`src/hdl/profile_cfg_pkg.sv`:
```
// Constants, byte layouts and output carrier of the reference profile configuration bank
// -----------------------------------------------------------------------------
// Summary of operation
// - Promoted priority applies while reference active
// - Selection priority ranks reference among others
// - Forty-bit period in fs, five bytes
// - Validation and redetect timers, 16-bit ms
// - Coefficient is linear times power of two
// - Linear part fraction, exponent part integer
// - Input divide ratio is value plus one
// - Feedback ratio value plus one, minimum eight
// - Phase lock threshold 16-bit picoseconds
// - Frequency lock threshold 24-bit, three bytes
// - Phase lock fill and drain bytes
// - Frequency lock fill and drain bytes
// -----------------------------------------------------------------------------
package profile_cfg_pkg;

  // ---------------------------------------------------------------------------
  // Bus geometry
  // ---------------------------------------------------------------------------
  localparam int ADR_W  = 16;
  localparam int DAT_W  = 32;
  localparam int SEL_W  = 4;
  localparam int IDX_W  = 14;
  localparam int BYTE_W = 8;

  typedef logic [IDX_W-1:0] idx_t;
  typedef logic [BYTE_W-1:0] byte_t;

  typedef struct packed {
    logic             cyc;
    logic             stb;
    logic             we;
    logic [ADR_W-1:0] adr;
    logic [SEL_W-1:0] sel;
    logic [DAT_W-1:0] dat;
  } wb_req_t;

  typedef struct packed {
    logic             ack;
    logic [DAT_W-1:0] dat;
  } wb_rsp_t;

  // ---------------------------------------------------------------------------
  // Register indices (byte address is four times the index)
  // ---------------------------------------------------------------------------
  localparam idx_t OFF_PRIO       = 14'h0632;
  localparam idx_t OFF_PERIOD     = 14'h0633;
  localparam idx_t OFF_PERIOD_TOP = 14'h0637;
  localparam idx_t OFF_PAD_LO     = 14'h0638;
  localparam idx_t OFF_PAD_HI     = 14'h0639;
  localparam idx_t OFF_INNER      = 14'h063a;
  localparam idx_t OFF_INNER_TOP  = 14'h063c;
  localparam idx_t OFF_OUTER      = 14'h063d;
  localparam idx_t OFF_OUTER_TOP  = 14'h063f;
  localparam idx_t OFF_VALID      = 14'h0640;
  localparam idx_t OFF_VALID_TOP  = 14'h0641;
  localparam idx_t OFF_REDET      = 14'h0642;
  localparam idx_t OFF_A0         = 14'h0644;
  localparam idx_t OFF_A12        = 14'h0646;
  localparam idx_t OFF_B0A2       = 14'h0647;
  localparam idx_t OFF_B0_MID     = 14'h0648;
  localparam idx_t OFF_B1B0       = 14'h0649;
  localparam idx_t OFF_G0         = 14'h064a;
  localparam idx_t OFF_G1G0       = 14'h064c;
  localparam idx_t OFF_D0_LO      = 14'h064d;
  localparam idx_t OFF_D1D0       = 14'h064e;
  localparam idx_t OFF_A3D1       = 14'h064f;
  localparam idx_t OFF_RDIV       = 14'h0650;
  localparam idx_t OFF_RDIV_TOP   = 14'h0653;
  localparam idx_t OFF_SDIV       = 14'h0654;
  localparam idx_t OFF_SDIV_TOP   = 14'h0656;
  localparam idx_t OFF_SDIV_PAD   = 14'h0657;
  localparam idx_t OFF_FRAC_LO    = 14'h0658;
  localparam idx_t OFF_FRAC_MID   = 14'h0659;
  localparam idx_t OFF_FRAC_HI    = 14'h065a;
  localparam idx_t OFF_PLOCK      = 14'h065b;
  localparam idx_t OFF_PFILL      = 14'h065d;
  localparam idx_t OFF_PDRAIN     = 14'h065e;
  localparam idx_t OFF_FLOCK      = 14'h065f;
  localparam idx_t OFF_FFILL      = 14'h0662;
  localparam idx_t OFF_FDRAIN     = 14'h0663;

  // Byte counts of the little-endian fields
  localparam int PERIOD_N = 5;
  localparam int TOL_N    = 3;
  localparam int TIMER_N  = 2;
  localparam int RDIV_N   = 4;
  localparam int SDIV_N   = 3;
  localparam int PLOCK_N  = 2;
  localparam int FLOCK_N  = 3;
  localparam int WIDE_W   = 40;

  // ---------------------------------------------------------------------------
  // Field widths and limits
  // ---------------------------------------------------------------------------
  localparam int PRIO_W = 3;
  localparam int PERIOD_W = 40;
  localparam int TOL_W = 20;
  localparam int TIMER_W = 16;
  localparam int A0_W = 16;
  localparam int A1_W = 6;
  localparam int A2_W = 3;
  localparam int A3_W = 4;
  localparam int B0_W = 17;
  localparam int B1_W = 5;
  localparam int G0_W = 17;
  localparam int G1_W = 5;
  localparam int D0_W = 15;
  localparam int D1_W = 5;
  localparam int RDIV_W = 30;
  localparam int SDIV_W = 20;
  localparam int FRAC_W = 10;
  localparam int PLOCK_W = 16;
  localparam int FLOCK_W = 24;
  localparam logic [SDIV_W-1:0] SDIV_MIN = 20'h00007;

  // Write masks: zero bits are unused and never stored
  localparam byte_t MASK_FULL = 8'hff;
  localparam byte_t MASK_NONE = 8'h00;
  localparam byte_t MASK_LOW6 = 8'h3f;
  localparam byte_t MASK_LOW7 = 8'h7f;
  localparam byte_t MASK_NIB  = 8'h0f;
  localparam byte_t MASK_FRAC = 8'hf3;
  localparam byte_t RESET_BYTE = 8'h00;

  // ---------------------------------------------------------------------------
  // Layouts of bytes that hold parts of several fields
  // ---------------------------------------------------------------------------
  typedef struct packed {logic [1:0] rsvd; logic [2:0] promoted; logic [2:0] select;} prio_byte_t;
  typedef struct packed {logic [1:0] a2_lo; logic [5:0] a1;} a12_byte_t;
  typedef struct packed {logic [6:0] b0_lo; logic a2_hi;} b0a2_byte_t;
  typedef struct packed {logic rsvd; logic [4:0] b1; logic [1:0] b0_hi;} b1b0_byte_t;
  typedef struct packed {logic [1:0] rsvd; logic [4:0] g1; logic g0_hi;} g1g0_byte_t;
  typedef struct packed {logic d1_lo; logic [6:0] d0_hi;} d1d0_byte_t;
  typedef struct packed {logic [3:0] a3; logic [3:0] d1_hi;} a3d1_byte_t;
  typedef struct packed {logic [3:0] u_lo; logic [1:0] rsvd; logic [1:0] v_hi;} frac_mid_byte_t;
  typedef struct packed {logic [1:0] rsvd; logic [5:0] u_hi;} frac_hi_byte_t;

  // Every stored field of the profile, as seen by the loop and monitors
  typedef struct packed {
    logic [PRIO_W-1:0]   promoted_prio;
    logic [PRIO_W-1:0]   select_prio;
    logic [PERIOD_W-1:0] period_fs;
    logic [TOL_W-1:0]    inner_tol;
    logic [TOL_W-1:0]    outer_tol;
    logic [TIMER_W-1:0]  validation_ms;
    logic [TIMER_W-1:0]  redetect_ms;
    logic [A0_W-1:0]     alpha0_lin;
    logic [A1_W-1:0]     alpha1_exp;
    logic [A2_W-1:0]     alpha2_exp;
    logic [A3_W-1:0]     alpha3_exp;
    logic [B0_W-1:0]     beta0_lin;
    logic [B1_W-1:0]     beta1_exp;
    logic [G0_W-1:0]     gamma0_lin;
    logic [G1_W-1:0]     gamma1_exp;
    logic [D0_W-1:0]     delta0_lin;
    logic [D1_W-1:0]     delta1_exp;
    logic [RDIV_W-1:0]   input_div;
    logic [SDIV_W-1:0]   feedback_int;
    logic [FRAC_W-1:0]   frac_num;
    logic [FRAC_W-1:0]   frac_den;
    logic [PLOCK_W-1:0]  phase_thresh_ps;
    byte_t               phase_fill;
    byte_t               phase_drain;
    logic [FLOCK_W-1:0]  freq_thresh;
    byte_t               freq_fill;
    byte_t               freq_drain;
  } profile_cfg_t;

  // Which bits of each byte are stored
  function automatic byte_t byte_mask(idx_t a);
    byte_t m;
    case (a)
      OFF_PRIO:                              m = MASK_LOW6;
      OFF_PAD_LO, OFF_PAD_HI, OFF_SDIV_PAD:  m = MASK_NONE;
      OFF_INNER_TOP, OFF_OUTER_TOP:          m = MASK_NIB;
      OFF_SDIV_TOP:                          m = MASK_NIB;
      OFF_B1B0:                              m = MASK_LOW7;
      OFF_G1G0, OFF_RDIV_TOP, OFF_FRAC_HI:   m = MASK_LOW6;
      OFF_FRAC_MID:                          m = MASK_FRAC;
      default:                               m = MASK_FULL;
    endcase
    return m;
  endfunction

endpackage

```
`src/hdl/cfg_byte.sv`:
```
// One masked configuration byte with synchronous reset
`timescale 1ns/10ps
module cfg_byte #(
  parameter profile_cfg_pkg::byte_t MASK = profile_cfg_pkg::MASK_FULL
) (
  input  wire logic                   sys_clk,
  input  wire logic                   rst_n,
  input  wire logic                   wr,
  input  wire profile_cfg_pkg::byte_t d,
  output profile_cfg_pkg::byte_t      q
);

  // Unused positions never take a one, so they read back as zero
  always_ff @(posedge sys_clk) begin
    if (!rst_n) begin
      q <= profile_cfg_pkg::RESET_BYTE;
    end else if (wr) begin
      q <= d & MASK;
    end
  end

endmodule

```
`src/hdl/reference_profile_config_bank.sv`:
```
// Wishbone register bank holding one reference profile of the clock synchronizer
`timescale 1ns/10ps
module reference_profile_config_bank (
  input  wire logic                          sys_clk,
  input  wire logic                          rst_n,
  input  wire profile_cfg_pkg::wb_req_t      wb_req,
  output profile_cfg_pkg::wb_rsp_t           wb_rsp,
  input  wire logic                          ref_active,
  output profile_cfg_pkg::profile_cfg_t      cfg,
  output logic [profile_cfg_pkg::PRIO_W-1:0] effective_prio,
  output logic [profile_cfg_pkg::RDIV_W:0]   input_ratio,
  output logic [profile_cfg_pkg::SDIV_W:0]   feedback_ratio,
  output logic                               prio_order_bad,
  output logic                               feedback_too_small
);

  // ---------------------------------------------------------------------------
  // Bus decode
  // ---------------------------------------------------------------------------
  profile_cfg_pkg::idx_t  req_idx;
  logic                   req_live;
  logic                   mapped;
  logic                   wr_fire;
  profile_cfg_pkg::byte_t regs [profile_cfg_pkg::OFF_PRIO:profile_cfg_pkg::OFF_FDRAIN];
  profile_cfg_pkg::byte_t next_rd;

  // Word-aligned index; misaligned or out-of-range words read zero
  assign req_idx  = wb_req.adr[profile_cfg_pkg::ADR_W-1:2];
  assign req_live = wb_req.cyc && wb_req.stb;
  assign mapped   = (wb_req.adr[1:0] == 2'h0)
                    && (req_idx >= profile_cfg_pkg::OFF_PRIO)
                    && (req_idx <= profile_cfg_pkg::OFF_FDRAIN);
  // Writes land on the edge where ack is seen, only with lane 0 enabled
  assign wr_fire  = req_live && wb_req.we && wb_rsp.ack && wb_req.sel[0] && mapped;

  // ---------------------------------------------------------------------------
  // Storage
  // ---------------------------------------------------------------------------
  // One masked byte per index; the mask table drops unused bits
  for (genvar g = profile_cfg_pkg::OFF_PRIO; g <= profile_cfg_pkg::OFF_FDRAIN; g++) begin : g_byte
    cfg_byte #(
      .MASK (profile_cfg_pkg::byte_mask(profile_cfg_pkg::idx_t'(g)))
    ) u_byte (
      .sys_clk (sys_clk),
      .rst_n   (rst_n),
      .wr      (wr_fire && (req_idx == profile_cfg_pkg::idx_t'(g))),
      .d       (wb_req.dat[profile_cfg_pkg::BYTE_W-1:0]),
      .q       (regs[g])
    );
  end

  // ---------------------------------------------------------------------------
  // Bus answer
  // ---------------------------------------------------------------------------
  // Read mux; anything unmapped answers zero rather than an error
  always_comb begin
    next_rd = profile_cfg_pkg::RESET_BYTE;
    if (mapped) begin
      next_rd = regs[req_idx];
    end
  end

  // Ack one cycle after the request, dropped the cycle after
  always_ff @(posedge sys_clk) begin
    if (!rst_n) begin
      wb_rsp.ack <= 1'b0;
    end else begin
      wb_rsp.ack <= req_live && !wb_rsp.ack;
    end
  end

  // Read data captured together with ack, cleared otherwise
  always_ff @(posedge sys_clk) begin
    if (!rst_n) begin
      wb_rsp.dat <= '0;
    end else if (req_live && !wb_rsp.ack && !wb_req.we) begin
      wb_rsp.dat <= {{(profile_cfg_pkg::DAT_W-profile_cfg_pkg::BYTE_W){1'b0}}, next_rd};
    end else begin
      wb_rsp.dat <= '0;
    end
  end

  // ---------------------------------------------------------------------------
  // Field assembly
  // ---------------------------------------------------------------------------
  // Gather n bytes least significant first; masked bytes pad with zero
  function automatic logic [profile_cfg_pkg::WIDE_W-1:0] le_bytes(
    input profile_cfg_pkg::idx_t base,
    input int                    n
  );
    logic [profile_cfg_pkg::WIDE_W-1:0] v;
    v = '0;
    for (int i = 0; i < profile_cfg_pkg::PERIOD_N; i++) begin
      if (i < n) begin
        v[i*profile_cfg_pkg::BYTE_W +: profile_cfg_pkg::BYTE_W] =
          regs[base + profile_cfg_pkg::idx_t'(i)];
      end
    end
    return v;
  endfunction

  profile_cfg_pkg::prio_byte_t     prio_b;
  profile_cfg_pkg::a12_byte_t      a12_b;
  profile_cfg_pkg::b0a2_byte_t     b0a2_b;
  profile_cfg_pkg::b1b0_byte_t     b1b0_b;
  profile_cfg_pkg::g1g0_byte_t     g1g0_b;
  profile_cfg_pkg::d1d0_byte_t     d1d0_b;
  profile_cfg_pkg::a3d1_byte_t     a3d1_b;
  profile_cfg_pkg::frac_mid_byte_t fmid_b;
  profile_cfg_pkg::frac_hi_byte_t  fhi_b;
  logic [profile_cfg_pkg::WIDE_W-1:0] w_period;
  logic [profile_cfg_pkg::WIDE_W-1:0] w_inner;
  logic [profile_cfg_pkg::WIDE_W-1:0] w_outer;
  logic [profile_cfg_pkg::WIDE_W-1:0] w_valid;
  logic [profile_cfg_pkg::WIDE_W-1:0] w_redet;
  logic [profile_cfg_pkg::WIDE_W-1:0] w_rdiv;
  logic [profile_cfg_pkg::WIDE_W-1:0] w_sdiv;
  logic [profile_cfg_pkg::WIDE_W-1:0] w_plock;
  logic [profile_cfg_pkg::WIDE_W-1:0] w_flock;
  logic [profile_cfg_pkg::WIDE_W-1:0] w_alpha0;
  logic [profile_cfg_pkg::WIDE_W-1:0] w_gamma0;

  // Byte views of the shared bytes
  assign prio_b = regs[profile_cfg_pkg::OFF_PRIO];
  assign a12_b  = regs[profile_cfg_pkg::OFF_A12];
  assign b0a2_b = regs[profile_cfg_pkg::OFF_B0A2];
  assign b1b0_b = regs[profile_cfg_pkg::OFF_B1B0];
  assign g1g0_b = regs[profile_cfg_pkg::OFF_G1G0];
  assign d1d0_b = regs[profile_cfg_pkg::OFF_D1D0];
  assign a3d1_b = regs[profile_cfg_pkg::OFF_A3D1];
  assign fmid_b = regs[profile_cfg_pkg::OFF_FRAC_MID];
  assign fhi_b  = regs[profile_cfg_pkg::OFF_FRAC_HI];

  // Little-endian multi-byte fields; a process rather than assigns, so
  // the byte flops read inside the function wake it up
  always_comb begin
    w_period = le_bytes(profile_cfg_pkg::OFF_PERIOD, profile_cfg_pkg::PERIOD_N);
    w_inner  = le_bytes(profile_cfg_pkg::OFF_INNER, profile_cfg_pkg::TOL_N);
    w_outer  = le_bytes(profile_cfg_pkg::OFF_OUTER, profile_cfg_pkg::TOL_N);
    w_valid  = le_bytes(profile_cfg_pkg::OFF_VALID, profile_cfg_pkg::TIMER_N);
    w_redet  = le_bytes(profile_cfg_pkg::OFF_REDET, profile_cfg_pkg::TIMER_N);
    w_rdiv   = le_bytes(profile_cfg_pkg::OFF_RDIV, profile_cfg_pkg::RDIV_N);
    w_sdiv   = le_bytes(profile_cfg_pkg::OFF_SDIV, profile_cfg_pkg::SDIV_N);
    w_plock  = le_bytes(profile_cfg_pkg::OFF_PLOCK, profile_cfg_pkg::PLOCK_N);
    w_flock  = le_bytes(profile_cfg_pkg::OFF_FLOCK, profile_cfg_pkg::FLOCK_N);
    w_alpha0 = le_bytes(profile_cfg_pkg::OFF_A0, profile_cfg_pkg::TIMER_N);
    w_gamma0 = le_bytes(profile_cfg_pkg::OFF_G0, profile_cfg_pkg::TIMER_N);
  end

  // Parallel view of every stored field; the pad bytes hold nothing
  always_comb begin
    cfg               = '0;
    cfg.promoted_prio = prio_b.promoted;
    cfg.select_prio   = prio_b.select;
    cfg.period_fs     = w_period[profile_cfg_pkg::PERIOD_W-1:0];
    cfg.inner_tol     = w_inner[profile_cfg_pkg::TOL_W-1:0];
    cfg.outer_tol     = w_outer[profile_cfg_pkg::TOL_W-1:0];
    cfg.validation_ms = w_valid[profile_cfg_pkg::TIMER_W-1:0];
    cfg.redetect_ms   = w_redet[profile_cfg_pkg::TIMER_W-1:0];
    // Linear parts are unsigned fractions below one, exponents integers
    cfg.alpha0_lin    = w_alpha0[profile_cfg_pkg::A0_W-1:0];
    cfg.alpha1_exp    = a12_b.a1;
    cfg.alpha2_exp    = {b0a2_b.a2_hi, a12_b.a2_lo};
    cfg.alpha3_exp    = a3d1_b.a3;
    cfg.beta0_lin     = {b1b0_b.b0_hi, regs[profile_cfg_pkg::OFF_B0_MID], b0a2_b.b0_lo};
    cfg.beta1_exp     = b1b0_b.b1;
    cfg.gamma0_lin    = {g1g0_b.g0_hi, w_gamma0[profile_cfg_pkg::G0_W-2:0]};
    cfg.gamma1_exp    = g1g0_b.g1;
    cfg.delta0_lin    = {d1d0_b.d0_hi, regs[profile_cfg_pkg::OFF_D0_LO]};
    cfg.delta1_exp    = {a3d1_b.d1_hi, d1d0_b.d1_lo};
    cfg.input_div     = w_rdiv[profile_cfg_pkg::RDIV_W-1:0];
    cfg.feedback_int  = w_sdiv[profile_cfg_pkg::SDIV_W-1:0];
    cfg.frac_den      = {fmid_b.v_hi, regs[profile_cfg_pkg::OFF_FRAC_LO]};
    cfg.frac_num      = {fhi_b.u_hi, fmid_b.u_lo};
    cfg.phase_thresh_ps = w_plock[profile_cfg_pkg::PLOCK_W-1:0];
    cfg.phase_fill    = regs[profile_cfg_pkg::OFF_PFILL];
    cfg.phase_drain   = regs[profile_cfg_pkg::OFF_PDRAIN];
    cfg.freq_thresh   = w_flock[profile_cfg_pkg::FLOCK_W-1:0];
    cfg.freq_fill     = regs[profile_cfg_pkg::OFF_FFILL];
    cfg.freq_drain    = regs[profile_cfg_pkg::OFF_FDRAIN];
  end

  // ---------------------------------------------------------------------------
  // Derived values
  // ---------------------------------------------------------------------------
  // Priority in force: promoted only while this reference is the active one
  always_ff @(posedge sys_clk) begin
    if (!rst_n) begin
      effective_prio <= '0;
    end else begin
      effective_prio <= ref_active ? cfg.promoted_prio : cfg.select_prio;
    end
  end

  // Actual divide ratios are one above the stored values
  always_ff @(posedge sys_clk) begin
    if (!rst_n) begin
      input_ratio    <= '0;
      feedback_ratio <= '0;
    end else begin
      input_ratio    <= {1'b0, cfg.input_div} + 1'b1;
      feedback_ratio <= {1'b0, cfg.feedback_int} + 1'b1;
    end
  end

  // Misprogramming flags; the bank stores the values regardless, so the
  // consumer decides whether to act on a bad profile
  always_ff @(posedge sys_clk) begin
    if (!rst_n) begin
      prio_order_bad     <= 1'b0;
      feedback_too_small <= 1'b0;
    end else begin
      prio_order_bad     <= cfg.promoted_prio > cfg.select_prio;
      feedback_too_small <= cfg.feedback_int < profile_cfg_pkg::SDIV_MIN;
    end
  end
endmodule

```
`config.mk`:
```
export PLATFORM = sky130hd
export DESIGN_NAME = reference_profile_config_bank
export DESIGN_NICKNAME = d
export VERILOG_FILES = /design/src/hdl/profile_cfg_pkg.sv /design/src/hdl/cfg_byte.sv /design/src/hdl/reference_profile_config_bank.sv
export SDC_FILE = /design/constraint.sdc
export NUM_CORES = 1
export LEC_CHECK = 0
export BUFFER_PORTS_ARGS = -buffer_cell sky130_fd_sc_hd__buf_4
export CAP_MARGIN = 20
export CORE_MARGIN = 2
export CORE_UTILIZATION = 30
export CTS_CLUSTER_SIZE = 8
export DETAILED_ROUTE_END_ITERATION = 10
export PLACE_DENSITY = 0.49
export SYNTH_ARGS = -nofsm -noshare
export SYNTH_HDL_FRONTEND = slang
export SYNTH_HIERARCHICAL = 1
export SYNTH_SLANG_ARGS = --single-unit
export TNS_END_PERCENT = 5
```
`constraint.sdc`:
```
create_clock -name sys_clk -period 2.9 [get_ports sys_clk]
set_input_delay 0.725 -clock sys_clk [delete_from_list [all_inputs] [get_ports sys_clk]]
set_output_delay 0.725 -clock sys_clk [all_outputs]
set_load 0.005 [all_outputs]
```
==> flow_summary.json <==
{
  "layout_commonest_cell": "buf_4",
  "min_period_over_period_pct": 93.2,
  "start_kind": "input pin",
  "fill_cells": 6637,
  "switching_share_pct": 23.5,
  "relSlewSlack_pct": 29.0,
  "hold_start": "ref_active",
  "crit_path_max_fanout": 8,
  "p_seq_share_pct": 45.2,
  "fin_ws_ps": 198,
  "dpl.hpwl_um": 57400,
  "grt_pass1_wl_um": 114000,
  "antenna_found_initial": 0,
  "pre_cts_slack_ps": -427,
  "whs_endpoint": "effective_prio[2]$_SDFF_PN0_",
  "power.density_mw_per_mm2": 478,
  "grt_pass1_vias": 15824,
  "seqCellArea_mm2": 0.00839,
  "r2r-end": "g_byte[1609].u_byte/q[1]$_SDFFE_PN0P_",
  "syn_avg_cell_area_um2": 10.8,
  "vias_per_cell": 4.88,
  "dr.pass1.iters": 5,
  "leakagePower_nw": 9.78,
  "ant_nets": 0,
  "fp.coreArea_mm2": 0.0672,
  "nets": 2489,
  "skew_ps": 29.6,
  "track_usage_pct": 22.1,
  "drc": 0,
  "layout_common_cells": "568 x buf_4, 419 x dfxtp_1, 401 x mux2i_1",
  "finalSetupViolations": 0,
  "end_kind": "flip-flop",
  "syn_area_mm2": 0.0204,
  "crit_required_ps": 3380,
  "ioPinCount": 501,
  "cts-root-buf": "clkbuf_16",
  "final_cells": 3310,
  "ctsResizeCount": 0,
  "cts_tree": "built",
  "synthToLayoutAreaGrowth_pct": 31.3,
  "worst_pin_slew_ps": 1060,
  "cts_made_buffers": 59,
  "cts_buffer_depth": 3,
  "status": "complete, no violations",
  "start_util_pct": 30.3,
  "avgRoutedWirePerCell_um": 24.2,
  "ir_worst_vdd_mv": 0.434,
  "overflow": 0,
  "synthCells": 1886,
  "grt_max_degree": 189,
  "yosys_warnings": 6,
  "gp_congestion": 0.833,
  "cap_violations": 0,
  "hold_viol": 0,
  "holdWs_ps": 408,
  "placed_cells": 3236,
  "postCtsSetupRepairBufs": 0,
  "max_freq_ghz": 0.370,
  "reg2reg_slack_ps": 220,
  "p_switching_mw": 3.00,
  "p_clk_share_pct": 49.3,
  "finalCriticalPeriod_ps": 2700,
  "min_delay_path_depth": 3,
  "design.die.area_mm2": 0.0699,
  "die_w_um": 264,
  "cts_hold_buf": 0,
  "num_antenna_cells": 0,
  "die_height_um": 264,
  "clock_latency_ps": 620,
  "dpl_cell_area_mm2": 0.0251,
  "htree_levels": 2,
  "hold_path_class": "input pin to flip-flop",
  "drv_slew": 0,
  "routed_wirelength_um": 80100,
  "p_int_mw": 9.78,
  "pwr-share-comb_pct": 5.6,
  "cp.arrival_ps": 3190,
  "num_rows": 95,
  "reg2reg_depth": 9,
  "rsz0062_at_grt": "false",
  "fin_tns_setup_ps": 0,
  "first_iter_violations": 935,
  "fin_area_mm2": 0.0267,
  "io_buffers": 449,
  "clk_pin_slew_ps": 50,
  "multi_input_area_mm2": 0.0108,
  "via_count": 16162,
  "timing.rr.start": "wb_rsp[32]$_SDFF_PN0_",
  "drive_above_1_share_pct": 30.9,
  "cts.sinks": 419,
  "critPathKind": "input pin to flip-flop"
}
per-layer routing:
layer | global-route usage (%) | part of all wire [%]
met1 | 28.9 | 44
met3 | 5.62 | 6.6
met5 | 0 | 0
met4 | 5.68 | 2.3
met2 | 36.3 | 47
how the worst max path moves through the flow:
stage,start,to,slack (ps),cells past startpoint
global placement,wb_req[38],wb_rsp[3]$_SDFF_PN0_,-520,8
CTS,wb_req[44],g_byte[1589].u_byte/q[0]$_SDFFE_PN0P_,210,10
detailed placement,wb_req[38],wb_rsp[3]$_SDFF_PN0_,-430,8
finish,wb_req[44],g_byte[1609].u_byte/q[1]$_SDFFE_PN0P_,200,10
floorplan,wb_req[38],g_byte[1617].u_byte/q[0]$_SDFFE_PN0P_,80,11
global route,wb_req[38],wb_rsp[3]$_SDFF_PN0_,80,8
critical path, cell delays in order:
cell and delay (ps):
buf_4 110, nand4bb_1 240, nand4bb_1 260, a21oi_1 170, buf_4 150, nand4_1 170, buf_4 240, nor2_1 780
mux2i_1 260, nor2b_1 60
sequential cells by signal, summed over array words and instances (netlist names):
name / count
effective_prio: 3
feedback_ratio: 21
feedback_too_small: 1
g_byte.u_byte/q: 353
input_ratio: 31
prio_order_bad: 1
wb_rsp: 9
power by group through the flow:
| stage | combinational [mW] | clock [mW] | sequential [mW] |
|---|---|---|---|
| floorplan | 0.376 | 0 | 5.89 |
| global route | 0.758 | 6.70 | 5.76 |
| global placement | 0.716 | 0 | 5.89 |
| detailed placement | 0.719 | 0 | 5.89 |
| CTS | 0.720 | 6.47 | 5.77 |
| finish | 0.714 | 6.29 | 5.77 |
metrics by stage:
step | utilization [%] | power, mW
2_1_floorplan | - | 6.26
3_3_place_gp | 37.4 | 6.60
3_5_place_dp | 37.4 | 6.61
4_1_cts | 39.8 | 13.0
5_1_grt | 39.8 | 13.2
6_report | 39.8 | 12.8
layout make-up:
class,instances,share of cell area (%)
multi-input cells,1337,40.6
clock buffers,69,5.74
flip-flops and latches,419,31.4
repair buffers,594,17.8
clock inverters,3,0.206
inverters,15,0.211
well taps,873,4.09
Power figures use the tool's default switching activity.
